<file path="src/shared/pcsr_regs.svh">
// Register map, field positions, reset values and bus constants for the page control block.
`ifndef PCSR_REGS_SVH
`define PCSR_REGS_SVH

// ==========================================================================
// Local offsets within a page
// ==========================================================================
`define PCSR_OFS_PAGE_CONTROL 7'h00
`define PCSR_OFS_STATUS_MISC 7'h01
`define PCSR_OFS_STATUS_INPUTS_LOW 7'h02
`define PCSR_OFS_STATUS_INPUTS_HIGH 7'h03
`define PCSR_OFS_STATUS_LIMITS 7'h04

// ==========================================================================
// Page control fields
// ==========================================================================
`define PCSR_PAGE_CONTROL_RESET 8'h00
`define PCSR_PAGE_CONTROL_WMASK 8'hc7
`define PCSR_BIT_AUTO_RETURN 7
`define PCSR_BIT_WRITE_MODE 6
`define PCSR_PAGE_MSB 2
`define PCSR_PAGE_LSB 0
`define PCSR_PAGE_0 3'h0
`define PCSR_PAGE_1 3'h1
`define PCSR_PAGE_2 3'h2
`define PCSR_PAGE_TEST 3'h3

// ==========================================================================
// Status field positions
// ==========================================================================
`define PCSR_BIT_COMPARATOR 3
`define PCSR_BIT_RAMP 2
`define PCSR_BIT_WAKE 1
`define PCSR_BIT_KEY 0
`define PCSR_BIT_LIM_REG11 7
`define PCSR_BIT_LIM_REG8 6
`define PCSR_BIT_LIM_REG7 5
`define PCSR_BIT_LIM_REG3 3
`define PCSR_READ_ZERO 8'h00

// ==========================================================================
// Two-wire bus
// ==========================================================================
`define PCSR_DEV_ADDR_DEFAULT 7'h58
`define PCSR_BYTE_BITS 4'h8
`define PCSR_SDA_DRIVE 1'b0

`endif

</file>
<file path="src/shared/pcsr_pkg.sv">
// Types shared by the page control and live status block.
package pcsr_pkg;

	// ==========================================================================
	// Monitored signals, one bundle so they synchronise together
	// ==========================================================================
	typedef struct packed {
		logic supply_comparator_state;
		logic voltage_ramp_active;
		logic charger_wake_input;
		logic power_key_n;
		logic [15:0] general_input;
		logic [3:0] regulator_limit;
	} pcsr_status_s;

	// ==========================================================================
	// Two-wire slave states
	// ==========================================================================
	typedef enum logic [3:0] {
		ST_IDLE,
		ST_DEV,
		ST_DEV_ACK,
		ST_REG,
		ST_REG_ACK,
		ST_WR,
		ST_WR_ACK,
		ST_RD,
		ST_RD_ACK
	} pcsr_state_e;

endpackage

</file>
<file path="src/design/pcsr_page_control_status_regs.sv">
// Two-wire slave holding the page control register and serving the live status registers.
// Summary of operation
// - With auto-return set, page select goes back to zero when an access that did not write page control finishes.
// - Bit 6 picks page write (0) or repeated write (1) for multi-byte writes.
// - Page select 0,1,2 maps 0x01-0x3F, 0x81-0xCF, 0x101-0x13F; 3 is test only.
// - Page control answers at local offset zero of every page.
// - Each control interface owns its own page control copy.
// - Status reads return present signal levels, never latched values.
// - Status bits keep the polarity of the signal they mirror, except misc bit 0, which inverts the power key pin.
// - Misc status bit 3 shows the supply comparator output.
// - Misc status bit 2 is one while any supply ramp is still running.
// - Misc bit 0 is one while power key is low; bit 1 mirrors charger wake.
// - Inputs-low register shows inputs 7-0, or analogue high-threshold flags on bits 2-0.
// - Limit register bits 7,6,5,3 show regulators 11,8,7,3 in current limit.
`include "pcsr_regs.svh"
module pcsr_page_control_status_regs import pcsr_pkg::*; #(
	parameter logic [6:0] DEV_ADDR = `PCSR_DEV_ADDR_DEFAULT
) (
	input wire logic core_clk_i, // System clock, 50 MHz.
	input wire logic sys_rst_i, // Asynchronous reset, active high.
	input wire logic scl_i, // Bus clock pin level.
	input wire logic sda_i, // Bus data pin level.
	output logic sda_o, // Bus data drive value.
	output logic sda_oe_n_o, // Bus data enable, low while driving.
	input wire logic supply_comparator_state_i, // Supply comparator output.
	input wire logic voltage_ramp_active_i, // Any supply ramp running.
	input wire logic charger_wake_input_i, // Charger wake pin level.
	input wire logic power_key_n_i, // Power key pin, low when pressed.
	input wire logic [15:0] general_input_i, // General input pin levels.
	input wire logic [3:0] regulator_limit_i, // Limits of regulators 11,8,7,3.
	input wire logic [2:0] analog_mode_i, // Inputs 0-2 serve analogue channels.
	input wire logic [2:0] analog_high_i, // Analogue high-threshold flags.
	output logic [2:0] page_select_o, // Current page select.
	output logic repeated_write_o, // Repeated write mode active.
	output logic page_auto_return_o // Auto-return enabled.
);

	// ==========================================================================
	// Input synchronisation
	// ==========================================================================
	localparam pcsr_status_s STATUS_RST = '{power_key_n: 1'b1, default: '0};
	pcsr_status_s status_raw;
	pcsr_status_s status_sync;
	logic [1:0] bus_sync;
	logic scl_f;
	logic sda_f;

	always_comb begin
		status_raw.supply_comparator_state = supply_comparator_state_i;
		status_raw.voltage_ramp_active = voltage_ramp_active_i;
		status_raw.charger_wake_input = charger_wake_input_i;
		status_raw.power_key_n = power_key_n_i;
		status_raw.general_input = general_input_i;
		status_raw.regulator_limit = regulator_limit_i;
	end

	pcsr_sync #(
		.W($bits(pcsr_status_s)),
		.RST(STATUS_RST)
	) u_status_sync (
		.core_clk_i(core_clk_i),
		.sys_rst_i(sys_rst_i),
		.d_i(status_raw),
		.q_o(status_sync)
	);

	pcsr_sync #(
		.W(2),
		.RST(2'h3)
	) u_bus_sync (
		.core_clk_i(core_clk_i),
		.sys_rst_i(sys_rst_i),
		.d_i({scl_i, sda_i}),
		.q_o(bus_sync)
	);

	assign scl_f = bus_sync[1];
	assign sda_f = bus_sync[0];

	// ==========================================================================
	// Bus conditions
	// ==========================================================================
	logic scl_prev;
	logic sda_prev;
	logic scl_rise;
	logic scl_fall;
	logic bus_start;
	logic bus_stop;

	always_ff @(posedge core_clk_i or posedge sys_rst_i) begin
		if (sys_rst_i) begin
			scl_prev <= 1'b1;
			sda_prev <= 1'b1;
		end else begin
			scl_prev <= scl_f;
			sda_prev <= sda_f;
		end
	end

	assign scl_rise = scl_f & ~scl_prev;
	assign scl_fall = ~scl_f & scl_prev;
	assign bus_start = scl_f & scl_prev & sda_prev & ~sda_f;
	assign bus_stop = scl_f & scl_prev & ~sda_prev & sda_f;

	// ==========================================================================
	// Register read decode
	// ==========================================================================
	logic [7:0] page_control;
	logic [7:0] ptr;
	logic status_hit;
	logic [7:0] status_data;
	logic [7:0] rd_data;

	pcsr_status u_status (
		.status_i(status_sync),
		.analog_mode_i(analog_mode_i),
		.analog_high_i(analog_high_i),
		.page_i(page_control[`PCSR_PAGE_MSB:`PCSR_PAGE_LSB]),
		.local_i(ptr[6:0]),
		.hit_o(status_hit),
		.data_o(status_data)
	);

	// Offset bit 7 is dropped: 0x80 lands on local zero, so page control answers in every page.
	always_comb begin
		if (ptr[6:0] == `PCSR_OFS_PAGE_CONTROL) begin
			rd_data = page_control;
		end else if (status_hit) begin
			rd_data = status_data;
		end else begin
			rd_data = `PCSR_READ_ZERO;
		end
	end

	// ==========================================================================
	// Two-wire slave
	// ==========================================================================
	pcsr_state_e state;
	logic [3:0] bit_cnt;
	logic [7:0] rx;
	logic [7:0] tx;
	logic rd_acked;
	logic accessed;
	logic pc_written;
	logic wr_en;
	logic [6:0] wr_local;
	logic [7:0] wr_data;
	logic access_end;

	assign access_end = (bus_start | bus_stop) & accessed;

	always_ff @(posedge core_clk_i or posedge sys_rst_i) begin
		if (sys_rst_i) begin
			state <= ST_IDLE;
			bit_cnt <= 4'h0;
			rx <= 8'h00;
			tx <= 8'h00;
			ptr <= 8'h00;
			rd_acked <= 1'b0;
			sda_oe_n_o <= 1'b1;
			wr_en <= 1'b0;
			wr_local <= 7'h00;
			wr_data <= 8'h00;
		end else begin
			wr_en <= 1'b0;
			if (bus_start) begin
				state <= ST_DEV;
				bit_cnt <= 4'h0;
				sda_oe_n_o <= 1'b1;
			end else if (bus_stop) begin
				state <= ST_IDLE;
				sda_oe_n_o <= 1'b1;
			end else if (scl_rise) begin
				case (state)
					ST_DEV, ST_REG, ST_WR, ST_RD: begin
						rx <= {rx[6:0], sda_f};
						bit_cnt <= bit_cnt + 4'h1;
					end
					ST_RD_ACK: begin
						rd_acked <= ~sda_f;
						// Step on here so the next byte is settled by the fall.
						if (!sda_f) begin
							ptr <= ptr + 8'h01;
						end
					end
					default: ;
				endcase
			end else if (scl_fall) begin
				case (state)
					ST_DEV: begin
						if (bit_cnt == `PCSR_BYTE_BITS) begin
							if (rx[7:1] == DEV_ADDR) begin
								state <= ST_DEV_ACK;
								sda_oe_n_o <= 1'b0;
							end else begin
								state <= ST_IDLE;
							end
						end
					end
					ST_DEV_ACK: begin
						bit_cnt <= 4'h0;
						if (rx[0]) begin
							// Status is sampled here, at the moment the host starts the byte.
							tx <= rd_data;
							sda_oe_n_o <= rd_data[7];
							state <= ST_RD;
						end else begin
							sda_oe_n_o <= 1'b1;
							state <= ST_REG;
						end
					end
					ST_REG: begin
						if (bit_cnt == `PCSR_BYTE_BITS) begin
							ptr <= rx;
							sda_oe_n_o <= 1'b0;
							state <= ST_REG_ACK;
						end
					end
					ST_REG_ACK: begin
						bit_cnt <= 4'h0;
						sda_oe_n_o <= 1'b1;
						state <= ST_WR;
					end
					ST_WR: begin
						if (bit_cnt == `PCSR_BYTE_BITS) begin
							wr_en <= 1'b1;
							wr_local <= ptr[6:0];
							wr_data <= rx;
							sda_oe_n_o <= 1'b0;
							state <= ST_WR_ACK;
						end
					end
					ST_WR_ACK: begin
						bit_cnt <= 4'h0;
						sda_oe_n_o <= 1'b1;
						if (repeated_write_o) begin
							state <= ST_REG;
						end else begin
							ptr <= ptr + 8'h01;
							state <= ST_WR;
						end
					end
					ST_RD: begin
						if (bit_cnt == `PCSR_BYTE_BITS) begin
							sda_oe_n_o <= 1'b1;
							state <= ST_RD_ACK;
						end else begin
							tx <= {tx[6:0], 1'b0};
							sda_oe_n_o <= tx[6];
						end
					end
					ST_RD_ACK: begin
						bit_cnt <= 4'h0;
						if (rd_acked) begin
							tx <= rd_data;
							sda_oe_n_o <= rd_data[7];
							state <= ST_RD;
						end else begin
							state <= ST_IDLE;
						end
					end
					default: state <= ST_IDLE;
				endcase
			end
		end
	end

	// A zero bit is sent by enabling the driver; a one is sent by releasing the line.
	assign sda_o = `PCSR_SDA_DRIVE;

	// ==========================================================================
	// Access bookkeeping for auto-return
	// ==========================================================================
	always_ff @(posedge core_clk_i or posedge sys_rst_i) begin
		if (sys_rst_i) begin
			accessed <= 1'b0;
			pc_written <= 1'b0;
		end else if (bus_start | bus_stop) begin
			accessed <= 1'b0;
			pc_written <= 1'b0;
		end else begin
			if (state == ST_DEV_ACK) begin
				accessed <= 1'b1;
			end
			if (wr_en && wr_local == `PCSR_OFS_PAGE_CONTROL) begin
				pc_written <= 1'b1;
			end
		end
	end

	// ==========================================================================
	// Page control register
	// ==========================================================================
	// This module is one control interface; a second interface instantiates its own copy.
	always_ff @(posedge core_clk_i or posedge sys_rst_i) begin
		if (sys_rst_i) begin
			page_control <= `PCSR_PAGE_CONTROL_RESET;
		end else if (wr_en && wr_local == `PCSR_OFS_PAGE_CONTROL) begin
			page_control <= wr_data & `PCSR_PAGE_CONTROL_WMASK;
		end else if (access_end && !pc_written && page_control[`PCSR_BIT_AUTO_RETURN]) begin
			// The access that sets up a page is spared, or the setting could never be used.
			page_control[`PCSR_PAGE_MSB:`PCSR_PAGE_LSB] <= `PCSR_PAGE_0;
		end
	end

	assign page_select_o = page_control[`PCSR_PAGE_MSB:`PCSR_PAGE_LSB];
	assign repeated_write_o = page_control[`PCSR_BIT_WRITE_MODE];
	assign page_auto_return_o = page_control[`PCSR_BIT_AUTO_RETURN];

endmodule

</file>
<file path="src/design/pcsr_status.sv">
// Live status register read decode for page 0.
`include "pcsr_regs.svh"
module pcsr_status import pcsr_pkg::*; (
	input wire pcsr_status_s status_i, // Synchronised monitored levels.
	input wire logic [2:0] analog_mode_i, // Pin serves analogue input when high.
	input wire logic [2:0] analog_high_i, // Analogue input above high threshold.
	input wire logic [2:0] page_i, // Current page select.
	input wire logic [6:0] local_i, // Local register offset.
	output logic hit_o, // Offset maps to a status register.
	output logic [7:0] data_o // Read value, reserved bits zero.
);

	// ==========================================================================
	// Assembly of each register from present levels
	// ==========================================================================
	logic [7:0] misc;
	logic [7:0] inputs_low;
	logic [7:0] limits;

	always_comb begin
		misc = `PCSR_READ_ZERO;
		misc[`PCSR_BIT_COMPARATOR] = status_i.supply_comparator_state;
		misc[`PCSR_BIT_RAMP] = status_i.voltage_ramp_active;
		misc[`PCSR_BIT_WAKE] = status_i.charger_wake_input;
		misc[`PCSR_BIT_KEY] = ~status_i.power_key_n;
		inputs_low = status_i.general_input[7:0];
		for (int k = 0; k < 3; k++) begin
			if (analog_mode_i[k]) begin
				inputs_low[k] = analog_high_i[k];
			end
		end
		limits = `PCSR_READ_ZERO;
		limits[`PCSR_BIT_LIM_REG11] = status_i.regulator_limit[3];
		limits[`PCSR_BIT_LIM_REG8] = status_i.regulator_limit[2];
		limits[`PCSR_BIT_LIM_REG7] = status_i.regulator_limit[1];
		limits[`PCSR_BIT_LIM_REG3] = status_i.regulator_limit[0];
	end

	always_comb begin
		hit_o = (page_i == `PCSR_PAGE_0);
		data_o = `PCSR_READ_ZERO;
		case (local_i)
			`PCSR_OFS_STATUS_MISC: data_o = misc;
			`PCSR_OFS_STATUS_INPUTS_LOW: data_o = inputs_low;
			`PCSR_OFS_STATUS_INPUTS_HIGH: data_o = status_i.general_input[15:8];
			`PCSR_OFS_STATUS_LIMITS: data_o = limits;
			default: hit_o = 1'b0;
		endcase
	end

endmodule

</file>
<file path="src/design/pcsr_sync.sv">
// Three-stage input synchroniser with an agreement filter on the last two stages.
module pcsr_sync import pcsr_pkg::*; #(
	parameter int W = 1,
	parameter logic [W-1:0] RST = '0
) (
	input wire logic core_clk_i, // System clock.
	input wire logic sys_rst_i, // Asynchronous reset, active high.
	input wire logic [W-1:0] d_i, // Asynchronous inputs.
	output logic [W-1:0] q_o // Filtered, synchronous copies.
);

	// ==========================================================================
	// Per-bit chain
	// ==========================================================================
	genvar i;
	generate
		for (i = 0; i < W; i++) begin : g_bit
			logic s1;
			logic s2;
			logic s3;
			always_ff @(posedge core_clk_i or posedge sys_rst_i) begin
				if (sys_rst_i) begin
					s1 <= RST[i];
					s2 <= RST[i];
					s3 <= RST[i];
					q_o[i] <= RST[i];
				end else begin
					s1 <= d_i[i];
					s2 <= s1;
					s3 <= s2;
					// A change is accepted only once two stages agree, so one-cycle glitches vanish.
					if (s2 == s3) begin
						q_o[i] <= s3;
					end
				end
			end
		end
	endgenerate

endmodule

</file>
<file path="config.mk">
export PLATFORM = sky130hd
export DESIGN_NAME = pcsr_page_control_status_regs
export DESIGN_NICKNAME = d
export VERILOG_FILES = /design/src/shared/pcsr_pkg.sv /design/src/design/pcsr_page_control_status_regs.sv /design/src/design/pcsr_status.sv /design/src/design/pcsr_sync.sv
export VERILOG_INCLUDE_DIRS = /design/src /design/src/shared
export SDC_FILE = /design/constraint.sdc
export NUM_CORES = 1
export LEC_CHECK = 0
export BUFFER_PORTS_ARGS = -buffer_cell sky130_fd_sc_hd__buf_2
export CAP_MARGIN = 20
export CORE_ASPECT_RATIO = 1.1
export CORE_MARGIN = 2
export CORE_UTILIZATION = 55
export CTS_CLUSTER_SIZE = 12
export DETAILED_ROUTE_END_ITERATION = 6
export PLACE_DENSITY = 0.74
export SLEW_MARGIN = 20
export SYNTH_ARGS = -nofsm -noshare
export SYNTH_HDL_FRONTEND = slang
export SYNTH_SLANG_ARGS = --single-unit
</file>
<file path="constraint.sdc">
create_clock -name core_clk_i -period 6.3 [get_ports core_clk_i]
set_input_delay 0.63 -clock core_clk_i [delete_from_list [all_inputs] [get_ports core_clk_i]]
set_output_delay 0.63 -clock core_clk_i [all_outputs]
set_load 0.02 [all_outputs]
</file>
* Word-level counts from Yosys, hierarchy flattened
Cells that the tools add are included.
** Word-level totals
- Register bits :: 162
- Bits of input ports :: 34
- Word-level logic and storage cells :: 286
- Output and inout bits :: 7
** Cells by class
- Mux-type cells :: 60
- Equal/unequal tests :: 57
- Reductions and logical operators :: 30
- Bitwise operators :: 17
- $add $sub $neg :: 2
** Operators with widths (count)
- 8-bit 2-to-1 mux :: 8
- 4-bit 2-to-1 mux :: 14
- 4-bit case mux with 8 select lines :: 1
- 8-bit case mux with 4 select lines :: 1
- 1-bit == test :: 26
- 1-bit 2-to-1 mux :: 24
- 4-bit != test (second input constant) :: 6
- 7-bit 2-to-1 mux :: 3
- 7-bit case mux with 3 select lines :: 1
- 4-bit by 3-bit == test with 1-bit output (second input constant) :: 4
- 8-bit case mux with 2 select lines :: 1
- 8-bit AND reduction :: 2
- 3-bit 2-to-1 mux :: 5
- 3-bit nonzero test :: 5
- 7-bit by 2-bit == test with 1-bit output (second input constant) :: 2
- 7-bit zero test :: 2
- 4-bit AND reduction :: 3
- 6-bit AND reduction :: 2
- 4-bit OR reduction :: 3
- 2-bit != test (second input constant) :: 5
- 8-bit by 1-bit adder with 8-bit output (second input constant) :: 1
- 1-bit bitwise AND :: 8
- 4-bit by 2-bit == test with 1-bit output (second input constant) :: 2
- 4-bit == test (second input constant) :: 2
- 20 further kinds :: 35

* Longest topological paths before layout
Gate-level depths: netlist (run 1).
- Word-level depth :: 11
- Gate-level depth with buffers :: 9
- Depth with buffers taken out :: 7

* By module
Synthesis (run 1) repeated with hierarchy kept, for this count alone.
** Second synthesis, totals
- Cells, all modules :: 464
- Area, all modules :: 6233.5 um2
** Modules (own cells, without submodules)
- pcsr_page_control_status_regs :: cells an instance 292, area an instance 3030.4 um2, sequential area each 1355.0 um2, times used 1
- pcsr_sync (u_status_sync) :: cells an instance 121, area an instance 2681.3 um2, sequential area each 2407.3 um2, times used 1
- pcsr_status :: cells an instance 40, area an instance 285.3 um2, sequential area each 0.0 um2, times used 1
- pcsr_sync (u_bus_sync) :: cells an instance 11, area an instance 236.5 um2, sequential area each 210.2 um2, times used 1

* Worst setup path before layout (run 1)
OpenSTA, ideal clock, no wires.
- Path kind :: reg-to-reg
- Start :: register scl_prev
- End :: register bit_cnt[3]
- Arrival :: 2.189 ns
- Buffers on the path :: 1
- Slack :: 4.034 ns
- Cell stages (with the launch flop) :: 9
- Library setup time :: 0.078 ns
- Required time :: 6.222 ns
- Period minus slack after synthesis :: 2.266 ns
- Cell sequence :: dfstp_2 -> inv_1 -> ha_1 -> clkbuf_1 -> or3_1 -> nor4_1 -> o32ai_1 -> or3_1 -> a21boi_1
** On the way
- Word-level cells in the longest chain between the ends :: 5
- Elaborated cells on any way between the ends :: 16
- Classes of those cells :: 2 x eq/ne; 3 x mux; 8 x bitwise; 3 x reduce/logical
** RTL lines
- from (decl) :: RTL line pcsr_page_control_status_regs.sv:83 : logic scl_prev;
- from (signal assigned) :: RTL line pcsr_page_control_status_regs.sv:95 : scl_prev <= scl_f;
- 1-bit bitwise AND / 1-bit inverter (equally long branches) :: RTL line pcsr_page_control_status_regs.sv:102, pcsr_page_control_status_regs.sv:103, pcsr_page_control_status_regs.sv:100
- 1-bit bitwise AND, on equally long branches :: RTL line pcsr_page_control_status_regs.sv:102, pcsr_page_control_status_regs.sv:100, pcsr_page_control_status_regs.sv:103
- 1-bit bitwise AND, or another cell as far along :: RTL line pcsr_page_control_status_regs.sv:102 : assign bus_start = scl_f & scl_prev & sda_prev & ~sda_f;
- 3-bit by 1-bit != test with 1-bit output (no source line), or another cell as far along
- 4-bit AND reduction (no source line) / 4-bit 2-to-1 mux (equally long branches)
- to (signal assigned) :: RTL line pcsr_page_control_status_regs.sv:177 : bit_cnt <= bit_cnt + 4'h1;
- to (decl) :: RTL line pcsr_page_control_status_regs.sv:139 : logic [3:0] bit_cnt;
Parallel ways exist; a longest one is shown, timed or not. The select of a mux whose other input is x is not followed.
A chain may end at the register's enable or synchronous reset.

* Final worst setup path (run 1)
- Start :: register u_bus_sync.q_o[1]
- End :: register bit_cnt[3]
** On the way
- Word-level cells in the longest chain between the ends :: 5
- Elaborated cells on any way between the ends :: 16
- Classes of those cells :: 2 x eq/ne; 3 x mux; 8 x bitwise; 3 x reduce/logical
** RTL lines
- from (decl) :: RTL line pcsr_sync.sv:9 : output logic [W-1:0] q_o
- from (signal, indexed assignment) :: RTL line pcsr_sync.sv:26 : q_o[i] <= RST[i];
- 1-bit bitwise AND :: RTL line pcsr_page_control_status_regs.sv:102, pcsr_page_control_status_regs.sv:103
- 1-bit bitwise AND, on equally long branches (2 in a row) :: RTL line pcsr_page_control_status_regs.sv:102, pcsr_page_control_status_regs.sv:103
- 3-bit by 1-bit != test with 1-bit output (no source line), or another cell as far along
- 4-bit AND reduction (no source line)
Parallel ways exist; a longest one is shown, timed or not. The select of a mux whose other input is x is not followed.

==> results.md, run 1 <==
Cells and area:
- At the end of the flow, the number of nets in the layout was 547.
- The number of antenna diodes in the final layout is 0.
- Leaving out fill and tap cells, the most frequent cell in the layout is dfrtp_1.
- The layout cell share with drive strength beyond 1 is between 20% and 30%.
- The area of the multi-input gates is a little under 2000 sq um.
- The finished layout cell area is about 7000 sq um.
- The flip-flop and latch area is slightly below 4000 sq um.
- The relative area change from synthesis to final layout is 15.2%.
- The number of fill cells is roughly 830.
- In the layout the commonest cells are dfrtp_1 (143), buf_2 (39), nand2_1 (26), maj3_1 (26), o21ai_0 (24).

Die:
- The initial utilization of the core area, before any placement, comes to a little under three fifths.
- The floorplan step set the die width to approximately 100 um.
- For this design the top-level I/O count stands at 41.
- The number of rows created at floorplan is 40.
- The floorplan step defined a die boundary enclosing between 10,000 and 15,000 sq um.
- The placeable core area is between 10,000 and 15,000 sq um.
- The die extent in y is roughly 110 um.

Synthesis:
- Sequential elements use about two thirds of the synthesized area.
- For this run, the leading register cell type out of synthesis is dfrtp_1.
- The cell type with the largest total area after synthesis is dfrtp_1.
- The average footprint of a synthesized cell is between 10 and 15 sq um.
- The number of enable flip-flop cells after synthesis is 0.
- Counting distinct cell types in the post-synthesis netlist gives 62.
- By area the synthesized netlist is led by dfrtp_1 (59%), dfstp_2 (6.5%), maj3_1 (4.3%).
- The number of instances in the synthesized netlist is ~470.
- For this run, asynchronously set or reset flops after synthesis account for 100%.
- Yosys printed 0 warnings.
- Counting every net in the synthesized netlist gives 508.
- The total of flip-flops plus latches after synthesis is 158.
- Summed over its instances, the top area cell type makes up between 50 and 60% of the synthesized netlist area.
- The post-synth design cell area is around 6100 sq um.

Worst setup path:
- Traced cell by cell, the critical path runs through inv_1 -> ha_1 -> or3_1 -> nor4_1 -> o32ai_1 -> or3_1 -> a21boi_1.
- The number of buffers and inverters on the critical path is 1.
- The setup slack on the worst flop-to-flop path is between 3 and 4 ns.
- The largest delay contributor family on the critical path is simple AND/OR/NAND/NOR gates.
- The most frequent cell on the critical path is or3_1.
- The arrival time at the worst endpoint is between 2 and 3 ns.
- STA puts the critical path data required time at 6.65 ns.
- The largest single stage delay on the critical path is approximately 0.57 ns.
- The maximum fanout encountered on the critical timing path is 8.
- The critical path is of the flop to flop type.
- The master of the slowest instance on the critical path is dfstp_2.
- The type of origin of the critical path is a flop.
- STA classifies the critical path endpoint as a flop.

Clock network:
- The number of cells upsized or downsized after cts is 0.
- The cell chosen for the clock root is clkbuf_16.
- CTS saw approximately 160 sinks.
- Buffers added to address setup during post-CTS repair amount to 0.
- The number of clock buffers inserted by TritonCTS is 17.
- Hold repair after CTS inserted 0 buffers.
- The clock tree from TritonCTS is built.
- The clock transition at the register clock pins on the worst setup and hold paths after CTS is approximately 0.070 ns.
- The deepest level of the CTS H-tree is 4.
- For the worst-skew pair, the clock arrives at the later sink with an insertion delay of 0.42 ns.
- In this run the deepest clock path goes through 2 buffers.

Power:
- The worst-case IR drop observed on VDD is a little over 0.0003 V.
- The internal portion of the total power is a little under 0.002 W.
- The clock share of power is about two fifths.
- The sequential share of power is between 40 and 50%.
- The final total power is 0.00271 W.
- The combinational power share is between 10% and 20%.
- For this design the total switching power over the nets is about 0.00076 W.
- The share of total power consumed by net switching is ~28%.
- Dividing total power by cell area gives a power density of 387 nW/um^2.
- The total leakage power is 3.10 nW.

Route:
- The count of nets left with antenna violations once routing finished came out at 0.
- The number of iterations in the first detailed-routing pass is 5.
- After detailed routing, the number of remaining DRC violations is 0.
- The per-cell routed wire length is about 17 um.
- The vias after detailed routing is 3,785.
- The post-detailed-routing wire length is between 10,000 and 15,000 um.
- The starting DRC count in detailed routing is around 290.
- The routed via count divided by cell count is ~5.7.

STA:
- For the pin with the worst max-slew slack, the measured transition is 0.871 ns.
- The final count of hold timing violations was 0.
- On the final layout, the worst clock skew is 0.00683 ns.
- Setup violations remaining at the end of the flow were counted as 0.
- The tightest slew margin relative to the limit is a little over two fifths.
- The share of the clock period used by the worst path is between 30% and 40%.
- Setup repair after global routing left no endpoint under its margin.
- The final max-slew violation count is 0.
- The timing-limited maximum frequency is 402 MHz.
- Adding up every negative setup slack in the final design gives 0 ns.
- The clock period could shrink to between 2 and 2.5 ns.

Global routing:
- The total routing resource utilization after global routing is 21.5%.
- Entering global routing, the biggest net connects between 100 and 150 pins.
- The via count of the first global-routing pass is 4,045.
- The wire length of the first global-routing pass is approximately 20,000 um.
- The number of antenna violations at the first check in global routing is 0.
- After global routing the overflow that remains totals 0.

Placement:
- The number of input and output port buffers inserted is 39.
- Routability-driven placement finished with a final weighted congestion of 0.915.
- After legalization and detailed placement, the total HPWL measured 7450 um.
- The area after detailed placement is ~6400 sq um.

Outcome:
- The run finished with clean final reports.

Worst hold path:
- The worst min-delay path class is primary input to flop.

Run:
- The number of max-capacitance violations reported is 0.
==> final cells by class <==
type	instances	share of cell area [%]
flip-flops and latches	158	56.8
well taps	147	2.63
repair buffers	40	2.90
inverters	17	0.983
clock inverters	14	2.63
clock buffers	18	6.28
multi-input cells	270	27.8
==> Yosys cell counts, types with 5 or more instances <==
library cell    n
a31oi_1         9
o21ai_0        24
a22oi_1         6
nor2b_1         5
a21oi_1         9
nor2_1         23
maj3_1         26
nor3_1         10
a2bb2oi_1       9
nand2b_1        5
dfstp_2        15
clkbuf_1       10
mux2_2         22
dfrtp_1       143
nand2_1        26
inv_1          17
mux2_1          5
ha_1            9
nand3_1         8
==> final timing paths <==
kind | endpoint | cells past startpoint | from
max | bit_cnt[3] | 7 | u_bus_sync.q_o[1]
min | u_status_sync.g_bit[20].s1 | 1 | power_key_n_i
max reg2reg | bit_cnt[3] | 7 | u_bus_sync.q_o[1]
min reg2reg | u_status_sync.g_bit[6].s2 | 0 | u_status_sync.g_bit[6].s1
max in group asynchronous | ptr[3] | 3 | sys_rst_i
min in group asynchronous | u_status_sync.g_bit[12].s3 | 2 | sys_rst_i
==> routing by layer <==
metal / wire [um] / up-vias / share of wire, % / track usage [%]
met5: 0 / - / 0 / 0
met4: 303 / 0 / 2.7 / 10.8
met3: 547 / 27 / 4.8 / 5.24
met2: 5530 / 105 / 49 / 34.8
met1: 5010 / 1902 / 44 / 27.6
li1: - / 1751 / - / -
==> registers in the layout, indices dropped and copies added (netlist names), 2 cells and up <==
| signal | count |
|---|---|
| bit_cnt | 4 |
| page_control | 5 |
| ptr | 7 |
| rx | 8 |
| state | 4 |
| tx | 7 |
| u_bus_sync.g_bit.s1 | 2 |
| u_bus_sync.g_bit.s2 | 2 |
| u_bus_sync.g_bit.s3 | 2 |
| u_bus_sync.q_o | 2 |
| u_status_sync.g_bit.s1 | 24 |
| u_status_sync.g_bit.s2 | 24 |
| u_status_sync.g_bit.s3 | 24 |
| u_status_sync.q_o | 24 |
| wr_data | 5 |
| wr_local | 7 |
==> through the flow <==
stage / util, % / setup WS [ns] / hold WS, ns / std cells
after global placement: 58.7 / 3.92 / 0.332 / 632
after global routing: 64.4 / 3.54 / 0.298 / 664
after CTS: 64.4 / 3.81 / 0.295 / 664
final: 64.4 / 3.81 / 0.309 / 664
after detailed placement: 58.7 / 3.80 / 0.335 / 632
after floorplan: - / 1.43 / 0.331 / 465
==> power groups by stage <==
stage          sequential (W)  combinational [W]  clock [W]
2_1_floorplan         0.00120           0.000338          0
3_3_place_gp          0.00126           0.000382          0
3_5_place_dp          0.00127           0.000390          0
4_1_cts               0.00125           0.000394    0.00108
5_1_grt               0.00127           0.000441    0.00112
6_report              0.00126           0.000394    0.00106
==> logic make-up after synthesis <==
kind of cell	after synthesis	share of synthesized area (%)
multiplexers	29	5.33
flip-flops	158	65.4
AO/OA/AOI/OAI	96	10.9
adder cells (fa/ha/maj)	35	6.14
AND/OR/NAND/NOR	106	9.23
buffers and inverters	37	2.55
XOR/XNOR	3	0.433
other	1	0.0617
Power figures use the tool's default switching activity.
==> run 2: changes to the inputs <==
Clock period 6.3 ns to 2.31 ns, I/O delays scaled along.
==> results.md, run 2 (synthesized netlist as in run 1, its figures left out) <==
Worst setup path:
- The maximum fanout encountered on the critical timing path is 5 (was 8).
- The kind of capture point of the worst setup path is a flop (unchanged).
- The largest stage delay on the critical path came to 0.58 ns (was 0.57 ns).
- Cells traversed along the worst timing path: inv_1 -> ha_1 -> or3_4 -> nor4_4 -> o32ai_2 -> or3_1 -> a21boi_1 (was inv_1 -> ha_1 -> or3_1 -> nor4_1 -> o32ai_1 -> or3_1 -> a21boi_1).
- The arrival time at the worst endpoint is 2.58 ns (was 2.84 ns).
- The type of origin of the critical path was a flop (unchanged).
- The required time at the worst-slack endpoint is 2.64 ns (was 6.65 ns).
- The master of the slowest instance on the critical path is dfstp_2 (unchanged).
- The type of the setup path with the least slack is flop to flop (unchanged).

Placement:
- The area after detailed placement is 6580 sq um (was 6370 sq um).
- The number of instances in the placed design is 656 (was 632).
- The setup slack at placement is -0.0273 ns (was 3.80 ns).
- The number of input and output port buffers inserted was 39 (unchanged).
- The routability congestion estimate is 0.921 (was 0.915).
- The estimated wirelength of the detail-placed design came to 8000 um (was 7450 um).

Cells and area:
- The most common cell after layout, fill and taps aside is dfrtp_1 (unchanged).
- The number of nets in the final layout came to 598 (was 547).
- The relative area change from synthesis to final layout is 23.4% (was 15.2%).
- The final antenna diode count is 0 (unchanged).
- Commonest cells after routing, fill and taps aside: dfrtp_1 (143), buf_2 (39), dlygate4sd3_1 (27) (was dfrtp_1 (143), buf_2 (39), nand2_1 (26), maj3_1 (26), o21ai_0 (24)).
- The layout cell share with drive strength beyond 1 came to 25.7% (was 22.4%).
- The final cell count without fillers was 715 (was 664).
- The number of fill cells is 741 (was 828).
- The finished layout cell area is 7500 sq um (was 7000 sq um).

Die:
- The initial core utilization is 55.9% (unchanged).
- The horizontal extent of the die is 104 um (unchanged).
- The die extent in y was 114 um (unchanged).
- The floorplan die area is 11,900 sq um (unchanged).
- The placeable core area is 10,900 sq um (unchanged).
- The number of rows created at floorplan is 40 (unchanged).
- The number of primary I/O pins came to 41 (unchanged).

Power:
- The largest voltage drop on the vdd net is 0.000659 V (was 0.000307 V).
- The total leakage power is 3.35 nW (was 3.10 nW).
- The areal power density over the cells came to 995 nW/um^2 (was 387 nW/um^2).

Global routing:
- The pin count of the biggest net entering global routing is 70 (was 103).
- The wire length of the first global-routing pass is 20,500 um (was 19,900 um).
- The number of antenna violations at the first check in global routing is 0 (unchanged).
- The overall overflow remaining after global route is 0 (unchanged).
- The via count of the first global-routing pass is 4,217 (was 4,045).
- The total routing resource utilization after global routing is 22.0% (was 21.5%).

Route:
- The per-cell routed wire length is 16.6 um (was 17.2 um).
- The number of iterations in the first detailed-routing pass was 5 (unchanged).
- The starting DRC count in detailed routing came to 280 (was 288).
- The vias after detailed routing is 4,054 (was 3,785).
- The post-route DRC violation count was 0 (unchanged).
- The post-route antenna net violation count was 0 (unchanged).
- The post-detailed-routing wire length is 11,900 um (was 11,400 um).
- The routed via count divided by cell count is 5.67 (was 5.70).

STA:
- The summed negative setup slack over all endpoints was 0 ns (unchanged).
- The slew of the pin with the lowest slew margin is 0.603 ns (was 0.871 ns).
- The share of the clock period used by the worst path is 97.2% (was 39.5%).
- The timing-limited maximum frequency is 445 MHz (was 402 MHz).
- The final max-slew violation count was 0 (unchanged).
- Setup repair after global routing missed its margin: true (was false).
- The smallest setup slack after layout is 0.0636 ns (was 3.81 ns).
- The worst hold margin was 0.350 ns (was 0.309 ns).
- The post-route minimum period was 2.25 ns (was 2.49 ns).
- The tightest slew margin relative to the limit is 59.7% (was 41.9%).
- The worst clock skew on the final layout is 0.0117 ns (was 0.00683 ns).
- The number of failing setup endpoints in the final timing report came to 0 (unchanged).
- The final count of hold timing violations is 0 (unchanged).

Worst hold path:
- The worst min-delay path class is flop to flop (was primary input to flop).

Outcome:
- Status: complete, no violations (unchanged).

Clock network:
- The worst-skew pair later-pin latency is 0.42 ns (about the same).
- The count of buffers added by post-CTS timing repair for setup was 0 (unchanged).
- The number of clock sinks seen by CTS is 158 (unchanged).
- The maximum number of buffers from clock root to sink is 2 (unchanged).
- The number of clock buffers inserted by TritonCTS is 17 (unchanged).
- The clock tree from TritonCTS is built (unchanged).
- The cell chosen for the clock root is clkbuf_16 (unchanged).
- The deepest level of the CTS H-tree is 4 (unchanged).
- The clock transition at the register clock pins on the worst setup and hold paths after CTS came to 0.07 ns (about the same).

Run:
- The number of max-capacitance violations reported came to 0 (unchanged).
[run 2: cell count changes in the layout (fill, tap and decap cells not counted), moves of 2 or more]
cell | before | now
buf_12 | 0 | 2
buf_4 | 1 | 23
bufinv_16 | 3 | 1
clkinv_4 | 4 | 2
clkinv_8 | 0 | 3
clkinvlp_4 | 4 | 2
dlygate4sd3_1 | 0 | 27
inv_8 | 1 | 5
[run 2: path summary, 6_finish.rpt]
kind,startpoint,end,slack [ns],depth (start not counted)
max,u_bus_sync.q_o[1],bit_cnt[3],0.06,7
min,u_status_sync.g_bit[10].s1,u_status_sync.g_bit[10].s2,0.35,0
max reg2reg,u_bus_sync.q_o[1],bit_cnt[3],0.06,7
min reg2reg,u_status_sync.g_bit[10].s1,u_status_sync.g_bit[10].s2,0.35,0
max in group asynchronous,sys_rst_i,scl_prev,1.12,4
min in group asynchronous,sys_rst_i,state[2],0.44,3
[run 2: through the flow]
step	total power, W	utilization (%)
finish	0.00746	69.0
detailed placement	0.00463	60.6
floorplan	0.00420	-
CTS	0.00747	68.8
global route	0.00783	69.0
global placement	0.00457	60.6
[run 2: area by class of cell]
| class | count | area, sq um | area share (%) |
|---|---|---|---|
| well taps | 147 | 184 | 2.45 |
| repair buffers | 91 | 678 | 9.04 |
| clock inverters | 15 | 186 | 2.49 |
| flip-flops and latches | 158 | 3970 | 53.0 |
| inverters | 17 | 67.6 | 0.901 |
| clock buffers | 17 | 425 | 5.67 |
| multi-input cells | 270 | 1980 | 26.5 |
[run 2: metal layers]
metal	vias to the layer above	global-route usage (%)	part of all wire [%]
li1	1861	-	-
met1	2050	28.8	43
met2	124	36.7	50
met3	19	4.44	4.9
met5	-	0	0
met4	0	8.74	1.7
[run 2: report_power, final]
group | leakage, nW | total (W) | internal [W] | switching (W)
Sequential | 1.91 | 0.00339 | 0.00307 | 0.000323
Clock | 0.297 | 0.00278 | 0.00156 | 0.00122
Combinational | 1.14 | 0.00129 | 0.000616 | 0.000675
[run 2: worst max-delay path: cells and delay by family (launching register included)]
kind	cells	cell delay, ns
AOI/OAI and AO/OA	2	0.32
adders and majority gates	1	0.30
buffers and inverters	1	0.05
DFF	1	0.58
and+or+nand+nor	3	0.91
[run 2: repair_timing]
action	in CTS	in global routing
pin swaps	0	0
resized for setup	1	6
setup endpoints to repair	2	13
gates cloned	0	0
hold buffers	27	0
endpoints found under the hold margin	50	0
